[src/core/dcw_regs.vh]
`ifndef DCW_REGS_VH
`define DCW_REGS_VH

// ==========================================================
// Register offsets
`define DCW_FUNC0_OFS  8'h18
`define DCW_FUNC1_OFS  8'h06
`define DCW_DATA0_OFS  8'h1c
`define DCW_DATA1_OFS  8'h19
`define DCW_TRIG_OFS   8'h20
`define DCW_MHI0_OFS   8'h0d
`define DCW_MLO0_OFS   8'h0e
`define DCW_MHI1_OFS   8'h01
`define DCW_MLO1_OFS   8'h02
`define DCW_BCAST_OFS  8'h22
`define DCW_GEN_OFS    8'h24
`define DCW_PM_PAGE0   8'h03
`define DCW_PM_PAGE1   8'h00
`define DCW_PM_PAGEC   8'hff
`define DCW_PM_DATA    8'h21
`define DCW_PM_FUNC0   8'he0
`define DCW_PM_FUNC1   8'hd4
`define DCW_PM_TRIG    8'he4

// ==========================================================
// Field positions and codes
`define DCW_CLRSEL_BIT 15
`define DCW_SYNC_BIT   14
`define DCW_BCAST_BIT  13
`define DCW_LOG_BIT    7
`define DCW_LOAD_BIT   7
`define DCW_CLR_BIT    6
`define DCW_SHAPE_TRI  3'h0
`define DCW_SHAPE_SAW  3'h1
`define DCW_SHAPE_INV  3'h2
`define DCW_SHAPE_SINE 3'h4
`define DCW_LOG_SHIFT  5

// ==========================================================
// Reset values and clear codes
`define DCW_FUNC_RST   16'h0000
`define DCW_DATA_RST   16'h0000
`define DCW_MARG_RST   16'h0000
`define DCW_ZERO_CODE  16'h0000
`define DCW_MID_CODE   16'h8000

// ==========================================================
// Step times in ns and their clock counts
`define DCW_CLK_MHZ    100
`define DCW_STEP_CW    20
`define DCW_NS2CYC(t)  ((t) * `DCW_CLK_MHZ / 1000)
`define DCW_STEP_TABLE ( \
  (`DCW_NS2CYC(4000) << 20) | (`DCW_NS2CYC(8000) << 40) | \
  (`DCW_NS2CYC(12000) << 60) | (`DCW_NS2CYC(18000) << 80) | \
  (`DCW_NS2CYC(27040) << 100) | (`DCW_NS2CYC(40480) << 120) | \
  (`DCW_NS2CYC(60720) << 140) | (`DCW_NS2CYC(91120) << 160) | \
  (`DCW_NS2CYC(136720) << 180) | (`DCW_NS2CYC(239200) << 200) | \
  (`DCW_NS2CYC(418640) << 220) | (`DCW_NS2CYC(732560) << 240) | \
  (`DCW_NS2CYC(1282000) << 260) | (`DCW_NS2CYC(2563960) << 280) | \
  (`DCW_NS2CYC(5127920) << 300))

`endif

[src/core/dcw_step_timer.v]
`timescale 1ns/1ps
`default_nettype none

// ==========================================================
// Step interval timer
module dcw_step_timer #(
  parameter integer          CW    = 20,
  parameter [16*CW-1:0]      TABLE = {16*CW{1'b0}}
) (
  input  wire                clock,
  input  wire                sys_rst,
  input  wire                restart,
  input  wire [3:0]          sel,
  output wire                tick
);

  localparam [CW-1:0] ONE = {{(CW-1){1'b0}}, 1'b1};

  reg  [CW-1:0] count_q;
  wire [CW-1:0] lim = TABLE[sel*CW +: CW];

  assign tick = (sel != 4'h0) && (count_q >= lim - ONE);

  always @(posedge clock) begin
    if (sys_rst || restart || tick || sel == 4'h0) begin
      count_q <= {CW{1'b0}};
    end else begin
      count_q <= count_q + ONE;
    end
  end

endmodule // dcw_step_timer

`default_nettype wire

[src/core/dcw_sine_rom.v]
`timescale 1ns/1ps
`default_nettype none

// ==========================================================
// Sine table, 64 points per period, registered read
module dcw_sine_rom (
  input  wire       clock,
  input  wire       sys_rst,
  input  wire [5:0] idx,
  output reg  [7:0] val
);

  function [7:0] quarter;
    input [4:0] k;
    begin
      case (k)
        5'd0:    quarter = 8'h00;
        5'd1:    quarter = 8'h0c;
        5'd2:    quarter = 8'h19;
        5'd3:    quarter = 8'h25;
        5'd4:    quarter = 8'h31;
        5'd5:    quarter = 8'h3c;
        5'd6:    quarter = 8'h47;
        5'd7:    quarter = 8'h51;
        5'd8:    quarter = 8'h5a;
        5'd9:    quarter = 8'h62;
        5'd10:   quarter = 8'h6a;
        5'd11:   quarter = 8'h70;
        5'd12:   quarter = 8'h75;
        5'd13:   quarter = 8'h7a;
        5'd14:   quarter = 8'h7d;
        5'd15:   quarter = 8'h7e;
        default: quarter = 8'h7f;
      endcase
    end
  endfunction

  wire [4:0] k_up = {1'b0, idx[3:0]};
  wire [4:0] k_dn = 5'h10 - k_up;

  always @(posedge clock) begin
    if (sys_rst) begin
      val <= 8'h80;
    end else begin
      case (idx[5:4])
        2'h0:    val <= 8'h80 + quarter(k_up);
        2'h1:    val <= 8'h80 + quarter(k_dn);
        2'h2:    val <= 8'h80 - quarter(k_up);
        default: val <= 8'h80 - quarter(k_dn);
      endcase
    end
  end

endmodule // dcw_sine_rom

`default_nettype wire

[src/core/dcw_chan_ctrl.v]
`timescale 1ns/1ps
`default_nettype none
`include "dcw_regs.vh"

// ==========================================================
// Two-channel update control and waveform generator
module dcw_chan_ctrl #(
  parameter integer                 RES      = 12,
  parameter integer                 STEP_CW  = `DCW_STEP_CW,
  parameter [16*STEP_CW-1:0]        STEP_CYC = `DCW_STEP_TABLE
) (
  input  wire                       clock,
  input  wire                       sys_rst,
  input  wire                       reg_wr,
  input  wire                       reg_rd,
  input  wire                       reg_pm,
  input  wire [7:0]                 pm_page,
  input  wire [7:0]                 reg_addr,
  input  wire [15:0]                reg_wdata,
  output reg  [15:0]                reg_rdata,
  output reg                        reg_rvalid,
  input  wire                       load_trigger_n,
  input  wire                       clear_trigger_n,
  output wire [RES-1:0]             chan0_code,
  output wire [RES-1:0]             chan1_code,
  output wire [1:0]                 gen_running
);

  localparam integer CW = 12;
  localparam [CW-1:0] ONE = {{(CW-1){1'b0}}, 1'b1};

  localparam [3:0] SEL_NONE  = 4'h0;
  localparam [3:0] SEL_FUNC0 = 4'h1;
  localparam [3:0] SEL_FUNC1 = 4'h2;
  localparam [3:0] SEL_DATA0 = 4'h3;
  localparam [3:0] SEL_DATA1 = 4'h4;
  localparam [3:0] SEL_MHI0  = 4'h5;
  localparam [3:0] SEL_MHI1  = 4'h6;
  localparam [3:0] SEL_MLO0  = 4'h7;
  localparam [3:0] SEL_MLO1  = 4'h8;
  localparam [3:0] SEL_TRIG  = 4'h9;
  localparam [3:0] SEL_BCAST = 4'ha;
  localparam [3:0] SEL_GEN   = 4'hb;

  localparam [1:0] ST_IDLE = 2'b01;
  localparam [1:0] ST_GEN  = 2'b10;

  // ==========================================================
  // Helper functions
  function [3:0] reg_sel;
    input       pm;
    input [7:0] page;
    input [7:0] a;
    begin
      reg_sel = SEL_NONE;
      if (!pm) begin
        case (a)
          `DCW_FUNC0_OFS: reg_sel = SEL_FUNC0;
          `DCW_FUNC1_OFS: reg_sel = SEL_FUNC1;
          `DCW_DATA0_OFS: reg_sel = SEL_DATA0;
          `DCW_DATA1_OFS: reg_sel = SEL_DATA1;
          `DCW_MHI0_OFS:  reg_sel = SEL_MHI0;
          `DCW_MHI1_OFS:  reg_sel = SEL_MHI1;
          `DCW_MLO0_OFS:  reg_sel = SEL_MLO0;
          `DCW_MLO1_OFS:  reg_sel = SEL_MLO1;
          `DCW_TRIG_OFS:  reg_sel = SEL_TRIG;
          `DCW_BCAST_OFS: reg_sel = SEL_BCAST;
          `DCW_GEN_OFS:   reg_sel = SEL_GEN;
          default:        reg_sel = SEL_NONE;
        endcase
      end else if (a == `DCW_PM_DATA && page == `DCW_PM_PAGE0) begin
        reg_sel = SEL_DATA0;
      end else if (a == `DCW_PM_DATA && page == `DCW_PM_PAGE1) begin
        reg_sel = SEL_DATA1;
      end else if (page == `DCW_PM_PAGEC) begin
        case (a)
          `DCW_PM_FUNC0: reg_sel = SEL_FUNC0;
          `DCW_PM_FUNC1: reg_sel = SEL_FUNC1;
          `DCW_PM_TRIG:  reg_sel = SEL_TRIG;
          default:       reg_sel = SEL_NONE;
        endcase
      end
    end
  endfunction

  function [CW-1:0] step_lsb;
    input [2:0] c;
    begin
      case (c)
        3'h0:    step_lsb = 12'h001;
        3'h1:    step_lsb = 12'h002;
        3'h2:    step_lsb = 12'h003;
        3'h3:    step_lsb = 12'h004;
        3'h4:    step_lsb = 12'h006;
        3'h5:    step_lsb = 12'h008;
        3'h6:    step_lsb = 12'h010;
        default: step_lsb = 12'h020;
      endcase
    end
  endfunction

  function [CW-1:0] toward;
    input [CW-1:0] cur;
    input [CW-1:0] lim;
    input [CW-1:0] st;
    begin
      if (cur < lim) begin
        toward = (lim - cur <= st) ? lim : cur + st;
      end else begin
        toward = (cur - lim <= st) ? lim : cur - st;
      end
    end
  endfunction

  function [8:0] start_pos;
    input [1:0] ph;
    input       is_tri;
    begin
      case ({is_tri, ph})
        3'b101:  start_pos = {1'b1, 8'd171};
        3'b110:  start_pos = {1'b0, 8'd171};
        3'b111:  start_pos = {1'b1, 8'd128};
        3'b001:  start_pos = {1'b1, 8'd85};
        3'b010:  start_pos = {1'b1, 8'd171};
        3'b011:  start_pos = {1'b1, 8'd64};
        default: start_pos = {1'b1, 8'd0};
      endcase
    end
  endfunction

  function [5:0] sine_phase;
    input [1:0] ph;
    begin
      case (ph)
        2'h1:    sine_phase = 6'd21;
        2'h2:    sine_phase = 6'd43;
        2'h3:    sine_phase = 6'd16;
        default: sine_phase = 6'd0;
      endcase
    end
  endfunction

  // ==========================================================
  // Register access decode
  wire [3:0] wsel = reg_wr ? reg_sel(reg_pm, pm_page, reg_addr) : SEL_NONE;
  wire [3:0] rsel = reg_sel(reg_pm, pm_page, reg_addr);

  wire sw_load  = (wsel == SEL_TRIG) && reg_wdata[`DCW_LOAD_BIT];
  wire sw_clr   = (wsel == SEL_TRIG) && reg_wdata[`DCW_CLR_BIT];
  wire bcast_wr = (wsel == SEL_BCAST);

  // ==========================================================
  // Pin synchronisers, bit 0 load and bit 1 clear
  reg  [1:0] pin_s0_q;
  reg  [1:0] pin_s1_q;
  reg  [1:0] pin_s2_q;
  reg  [1:0] pin_st_q;
  wire [1:0] pin_st_d = (pin_s1_q & pin_s2_q) | (pin_st_q & (pin_s1_q ^ pin_s2_q));
  wire [1:0] pin_fall = pin_st_q & ~pin_st_d;

  always @(posedge clock) begin
    if (sys_rst) begin
      pin_s0_q <= 2'h3;
      pin_s1_q <= 2'h3;
      pin_s2_q <= 2'h3;
      pin_st_q <= 2'h3;
    end else begin
      pin_s0_q <= {clear_trigger_n, load_trigger_n};
      pin_s1_q <= pin_s0_q;
      pin_s2_q <= pin_s1_q;
      pin_st_q <= pin_st_d;
    end
  end

  wire load_evt = sw_load | pin_fall[0];
  wire clr_evt  = sw_clr | pin_fall[1];

  // ==========================================================
  // Generator enable register
  reg [1:0] gen_q;

  always @(posedge clock) begin
    if (sys_rst) begin
      gen_q <= 2'h0;
    end else if (clr_evt) begin
      gen_q <= 2'h0;
    end else if (wsel == SEL_GEN) begin
      gen_q <= reg_wdata[1:0];
    end
  end

  // ==========================================================
  // Channels
  wire [15:0]   func_w [0:1];
  wire [15:0]   data_w [0:1];
  wire [15:0]   mhi_w  [0:1];
  wire [15:0]   mlo_w  [0:1];
  wire [CW-1:0] out_w  [0:1];

  genvar i;
  generate
    for (i = 0; i < 2; i = i + 1) begin : g_ch
      localparam [3:0] S_FUNC = (i == 0) ? SEL_FUNC0 : SEL_FUNC1;
      localparam [3:0] S_DATA = (i == 0) ? SEL_DATA0 : SEL_DATA1;
      localparam [3:0] S_MHI  = (i == 0) ? SEL_MHI0 : SEL_MHI1;
      localparam [3:0] S_MLO  = (i == 0) ? SEL_MLO0 : SEL_MLO1;

      reg [15:0]   func_q;
      reg [15:0]   data_q;
      reg [15:0]   mhi_q;
      reg [15:0]   mlo_q;
      reg [CW-1:0] out_q;
      reg [CW-1:0] tgt_q;
      reg          dir_q;
      reg [5:0]    sidx_q;
      reg [1:0]    state_q;

      wire [2:0] shape  = func_q[10:8];
      wire [1:0] phase  = func_q[12:11];
      wire       log_m  = func_q[`DCW_LOG_BIT];
      wire [3:0] rate   = func_q[3:0];
      wire       sync_m = func_q[`DCW_SYNC_BIT];

      wire wr_data = (wsel == S_DATA);
      wire bc      = bcast_wr && func_q[`DCW_BCAST_BIT];
      wire upd     = ((wr_data | bc) & ~sync_m) | (load_evt & sync_m);
      wire [CW-1:0] new_code = (wr_data | bc) ? reg_wdata[15:4] : data_q[15:4];

      wire [CW-1:0] hi = mhi_q[15:4];
      wire [CW-1:0] lo = mlo_q[15:4];
      wire [CW-1:0] bottom = (lo == {CW{1'b0}}) ? ONE : lo;
      wire [15:0]   clr_code = func_q[`DCW_CLRSEL_BIT] ? `DCW_MID_CODE : `DCW_ZERO_CODE;

      wire shape_ok = (shape == `DCW_SHAPE_TRI) || (shape == `DCW_SHAPE_SAW) ||
                      (shape == `DCW_SHAPE_INV) || (shape == `DCW_SHAPE_SINE);
      wire gen_ok   = gen_q[i] && shape_ok && (log_m || rate != 4'h0);
      wire start    = gen_ok && state_q[0];

      wire [CW-1:0] lsh   = out_q >> `DCW_LOG_SHIFT;
      wire [CW-1:0] lstep = (lsh == {CW{1'b0}}) ? ONE : lsh;
      wire [CW-1:0] st    = log_m ? lstep : step_lsb(func_q[6:4]);
      wire [CW-1:0] floor = log_m ? bottom : lo;
      wire [CW-1:0] nx_up = toward(out_q, hi, st);
      wire [CW-1:0] nx_dn = toward(out_q, floor, st);

      wire [CW-1:0] span  = hi - lo;
      wire [8:0]    sp    = start_pos(phase, shape == `DCW_SHAPE_TRI);
      wire [CW+7:0] prod  = span * sp[7:0];
      wire [7:0]    sval;
      wire [CW+7:0] sprod = span * sval;

      wire [3:0] tsel = log_m ? (state_q[1] ? {(dir_q ? func_q[6:4] : func_q[3:1]), 1'b1} : 4'h0) : rate;
      wire       tick;

      dcw_step_timer #(
        .CW      (STEP_CW),
        .TABLE   (STEP_CYC)
      ) u_timer (
        .clock   (clock),
        .sys_rst (sys_rst),
        .restart (upd | start | clr_evt),
        .sel     (tsel),
        .tick    (tick)
      );

      dcw_sine_rom u_sine (
        .clock   (clock),
        .sys_rst (sys_rst),
        .idx     (sidx_q),
        .val     (sval)
      );

      always @(posedge clock) begin
        if (sys_rst) begin
          func_q  <= `DCW_FUNC_RST;
          data_q  <= `DCW_DATA_RST;
          mhi_q   <= `DCW_MARG_RST;
          mlo_q   <= `DCW_MARG_RST;
          out_q   <= {CW{1'b0}};
          tgt_q   <= {CW{1'b0}};
          dir_q   <= 1'b1;
          sidx_q  <= 6'h0;
          state_q <= ST_IDLE;
        end else begin
          if (wsel == S_FUNC) begin
            func_q <= reg_wdata;
          end
          if (wsel == S_MHI) begin
            mhi_q <= reg_wdata;
          end
          if (wsel == S_MLO) begin
            mlo_q <= reg_wdata;
          end
          if (wr_data || bc) begin
            data_q <= reg_wdata;
          end
          case (state_q)
            ST_IDLE: begin
              if (start) begin
                state_q <= ST_GEN;
                if (log_m) begin
                  out_q <= bottom;
                  dir_q <= 1'b1;
                end else begin
                  out_q  <= (shape == `DCW_SHAPE_INV) ? hi - prod[CW+7:8] : lo + prod[CW+7:8];
                  dir_q  <= sp[8];
                  sidx_q <= sine_phase(phase);
                end
              end else if (upd) begin
                tgt_q <= new_code;
                if (log_m || rate == 4'h0) begin
                  out_q <= new_code;
                end
              end else if (tick) begin
                out_q <= toward(out_q, tgt_q, st);
              end
            end
            ST_GEN: begin
              if (!gen_ok) begin
                state_q <= ST_IDLE;
                tgt_q   <= out_q;
              end else if (!log_m && shape == `DCW_SHAPE_SINE) begin
                out_q <= lo + sprod[CW+7:8];
                if (tick) begin
                  sidx_q <= sidx_q + 6'h1;
                end
              end else if (tick) begin
                if (!log_m && shape == `DCW_SHAPE_SAW) begin
                  out_q <= (out_q == hi) ? lo : nx_up;
                end else if (!log_m && shape == `DCW_SHAPE_INV) begin
                  out_q <= (out_q == lo) ? hi : nx_dn;
                end else if (dir_q) begin
                  out_q <= nx_up;
                  if (nx_up == hi) begin
                    dir_q <= 1'b0;
                  end
                end else begin
                  out_q <= nx_dn;
                  if (nx_dn == floor) begin
                    dir_q <= 1'b1;
                  end
                end
              end
            end
            default: begin
              state_q <= ST_IDLE;
            end
          endcase
          if (clr_evt) begin
            data_q  <= clr_code;
            out_q   <= clr_code[15:4];
            tgt_q   <= clr_code[15:4];
            state_q <= ST_IDLE;
          end
        end
      end

      assign func_w[i]      = func_q;
      assign data_w[i]      = data_q;
      assign mhi_w[i]       = mhi_q;
      assign mlo_w[i]       = mlo_q;
      assign out_w[i]       = out_q;
      assign gen_running[i] = state_q[1];
    end
  endgenerate

  assign chan0_code = out_w[0][CW-1 -: RES];
  assign chan1_code = out_w[1][CW-1 -: RES];

  // ==========================================================
  // Read path
  reg [15:0] rd_mux;

  always @* begin
    case (rsel)
      SEL_FUNC0: rd_mux = func_w[0];
      SEL_FUNC1: rd_mux = func_w[1];
      SEL_DATA0: rd_mux = data_w[0];
      SEL_DATA1: rd_mux = data_w[1];
      SEL_MHI0:  rd_mux = mhi_w[0];
      SEL_MHI1:  rd_mux = mhi_w[1];
      SEL_MLO0:  rd_mux = mlo_w[0];
      SEL_MLO1:  rd_mux = mlo_w[1];
      SEL_GEN:   rd_mux = {12'h000, gen_running, gen_q};
      default:   rd_mux = 16'h0000;
    endcase
  end

  always @(posedge clock) begin
    if (sys_rst) begin
      reg_rdata  <= 16'h0000;
      reg_rvalid <= 1'b0;
    end else begin
      reg_rvalid <= reg_rd;
      if (reg_rd) begin
        reg_rdata <= rd_mux;
      end
    end
  end

endmodule // dcw_chan_ctrl

`default_nettype wire

[config.mk]
export PLATFORM = sky130hd
export DESIGN_NAME = dcw_chan_ctrl
export DESIGN_NICKNAME = d
export VERILOG_FILES = /design/src/core/dcw_step_timer.v /design/src/core/dcw_sine_rom.v /design/src/core/dcw_chan_ctrl.v
export VERILOG_INCLUDE_DIRS = /design/src /design/src/core
export SDC_FILE = /design/constraint.sdc
export NUM_CORES = 2
export LEC_CHECK = 0
export ABC_AREA = 1
export BUFFER_PORTS_ARGS = -buffer_cell sky130_fd_sc_hd__buf_4
export CAP_MARGIN = 10
export CORE_MARGIN = 5
export CORE_UTILIZATION = 45
export CTS_BUF_LIST = sky130_fd_sc_hd__clkbuf_8
export CTS_CLUSTER_DIAMETER = 40
export DETAILED_ROUTE_END_ITERATION = 6
export HOLD_SLACK_MARGIN = 0.08
export MAX_ROUTING_LAYER = met4
export PLACE_DENSITY = 0.62
export SLEW_MARGIN = 0
export SYNTH_ARGS = -nofsm -noshare
export SYNTH_HDL_FRONTEND = slang
export SYNTH_SLANG_ARGS = --single-unit
[constraint.sdc]
create_clock -name clock -period 17.8 [get_ports clock]
set_input_delay 0.89 -clock clock [delete_from_list [all_inputs] [get_ports clock]]
set_output_delay 0.89 -clock clock [all_outputs]
set_load 0.05 [all_outputs]
==> out/qor.yml <==
rsz0062_at_grt: "false"
synth_top_area_cell: "ha_1"
postSynthCellCount: 7355
dr.pass1.iters: 7
start_util: 0.4548
p_int_mw: 3.136
cts.root.buffer_cell: "clkbuf_8"
postSynthAreaPerCell_um2: 6.427
post-cts-setup-buffers: 0
slowest_stage: "dfxtp_1"
setup_violations: 0
final_common_cell: "nand2_1"
rows: 118
antenna_found_initial: 7
synth_area_mm2: 0.04727
wl_per_cell_um: 21.27
grt_pass1_vias: 46210
syn2layout_area_growth_pct: 7.091
violations: "design-rule violations"
met1_usage: 0.4685
clkTransAtPathRegs_ns: 0.06
holdBufCountCts: 0
total_power_mw: 7.977
cp.arrival_ns: 9.74
drt_iter0_markers: 5237
p_leak_nw: 26.07
pwr-share-seq: 0.089
worst_pin_slew_ns: 1.380
hold_path_class: "in -> reg"
required_ns: 18.32
drive_above_1_share: 0.06202
numPortBuffers: 81
num-nets-final: 8203
drt-total-wl_mm: 186.6
syn_nets: 8226
worst_path_most_repeated_cell: "nand2_1"
synth_cell_types: 71
hold_depth: 2
ys_warn_count: 0
status: "finished, violations left"
fin_cells: 8773
worstRegToRegCells: 46
p_per_area_mw_per_mm2: 157.6
grt.busiest_layer: "met2"
relSlewSlack: 0.06814
dp.cells: 8641
fin_crit_ns: 9.223
synth_area_leaders: "ha_1, nand2_1, dfxtp_1"
clk_latency_ns: 0.69
p_switching_mw: 4.841
via_per_inst: 5.668
pwr-share-comb: 0.805
gp_congestion: 1.029
grt_pass1_wl_mm: 280.4
async_flop_share: 0
met3_usage: 0.06237
skew_ns: 0.04819
fmax_mhz: 108.4
ir_worst_vdd_mv: 0.1542
clockBufferDepth: 3
final_cell_mix: "nand2_1, inv_1, nor2_1, a21oi_1, ha_1"
vias: 49730
netSwitchingFraction: 0.6069
max-cap-violations: 0
cts_buffers: 67
postCtsResizedCells: 0
grt_max_degree: 61
track_usage: 0.3307
finalHoldViolCount: 0
fin_crit_sh: 0.5181
die_w_um: 334.1
synth_top_area_frac: 0.1535
worst_path_largest_cell_delay_ns: 0.81
cp-end-kind: "register"
start_kind: "register"
path_class: "reg -> reg"
ys_ff_latch: 291
dieArea_mm2: 0.1116
yosysSeqAreaShare: 0.1232
drc: 13
tns_ns: 0
clock_power_share: 0.106
cp_max_fo: 12
place_hpwl_mm: 146.8
die_h_um: 334.1
post-place-ws_ns: 8.697
htree_levels: 3
slew_violations: 0
coreArea_mm2: 0.1039
setup_ws_ns: 8.577
ant_nets: 0
cts.sink_count: 291
globalRouteOverflowTotal: 0
io_pins: 82
fin_util: 0.4870
synthFlopType: "dfxtp_1"
synth-edff-count: 0
tritoncts: "built"
use_met2: 0.4731
## power groups by stage
stage | clock network (mW) | registers [mW] | logic [mW]
global placement | 0 | 0.721 | 6.14
finish | 0.848 | 0.709 | 6.42
detailed placement | 0 | 0.721 | 6.16
CTS | 0.857 | 0.707 | 6.20
floorplan | 0 | 0.798 | 4.43
global route | 0.890 | 0.710 | 7.05
## critical path: cells and delay by family, from the launching register on
kind            cells  cell delay (ns)
simple gates       21             2.23
fa+ha+maj           7             3.16
xor+xnor            1             0.26
compound gates     13             1.90
buf+inv             4             0.64
flops               1             0.81
## layer usage
| metal | vias up | part of all wire |
|---|---|---|
| met5 | - | 0 |
| met3 | 412 | 0.098 |
| met1 | 23250 | 0.45 |
| li1 | 23830 | - |
| met2 | 2241 | 0.41 |
| met4 | 0 | 0.041 |
## Yosys cell counts, drive strengths merged, types with 39 or more instances
| library cell | n |
|---|---|
| xnor2 | 58 |
| nand4 | 83 |
| o22ai | 39 |
| ha | 580 |
| o211ai | 79 |
| a21oi | 652 |
| o21ai | 493 |
| dfxtp | 291 |
| buf | 95 |
| clkbuf | 171 |
| nand2 | 1640 |
| nand3 | 455 |
| fa | 252 |
| nor2 | 714 |
| xor2 | 199 |
| or2 | 39 |
| nor3 | 66 |
| inv | 1166 |
## cells by family after synthesis
group	after synthesis	share of synthesized area
multiplexers	3	0.0006353
buffers and inverters	1452	0.1204
flip-flops	291	0.1232
AND/OR/NAND/NOR	3046	0.2712
adder cells (fa/ha/maj)	832	0.2603
XOR/XNOR	257	0.04762
AO/OA/AOI/OAI	1474	0.1766
## registers in the layout (all words and copies together), names as in the netlist, named ones only
name and count:
g_ch.u_timer.count_q 40, g_ch.data_q 32, g_ch.func_q 32, g_ch.mhi_q 32, g_ch.mlo_q 32, g_ch.tgt_q 24
g_ch.u_sine.val 16, reg_rdata 16, chan0_code 12, chan1_code 12, g_ch.sidx_q 12, g_ch.state_q 4
g_ch.dir_q 2, gen_q 2, pin_s0_q 2, pin_s1_q 2, pin_s2_q 2, pin_st_q 2
reg_rvalid 1
## layout make-up
class                           count  area [um^2]
Clock buffer                       80         1101
Clock inverter                     42        367.9
Antenna cell                        8        20.02
Fill cell                       11050        53320
Tap cell                         1380         1727
Inverter                         1186         4453
Timing Repair Buffer              174         1346
Multi-Input combinational cell   5612        35780
Sequential cell                   291         5826
## through the flow
| step | area (um^2) | hold slack, ns |
|---|---|---|
| 6_report | 50620 | 0.3898 |
| 5_1_grt | 50620 | 0.3455 |
| 4_1_cts | 50540 | 0.3340 |
| 3_5_place_dp | 49070 | 0.3949 |
| 3_3_place_gp | 49070 | 0.3967 |
| 2_1_floorplan | 47270 | 0.3895 |
## path summary, 6_finish.rpt
check | from | end | slack, ns
max | g_ch[0].mlo_q[5]$_SDFFE_PP0N_ | chan0_code[11]$_SDFFE_PP0P_ | 8.58
min | clear_trigger_n | pin_s0_q[1]$_SDFF_PP1_ | 0.39
max reg2reg | g_ch[0].mlo_q[5]$_SDFFE_PP0N_ | chan0_code[11]$_SDFFE_PP0P_ | 8.58
min reg2reg | pin_s0_q[1]$_SDFF_PP1_ | pin_s1_q[1]$_SDFF_PP1_ | 0.41
Note: power is estimated with default switching activity, not from simulation.
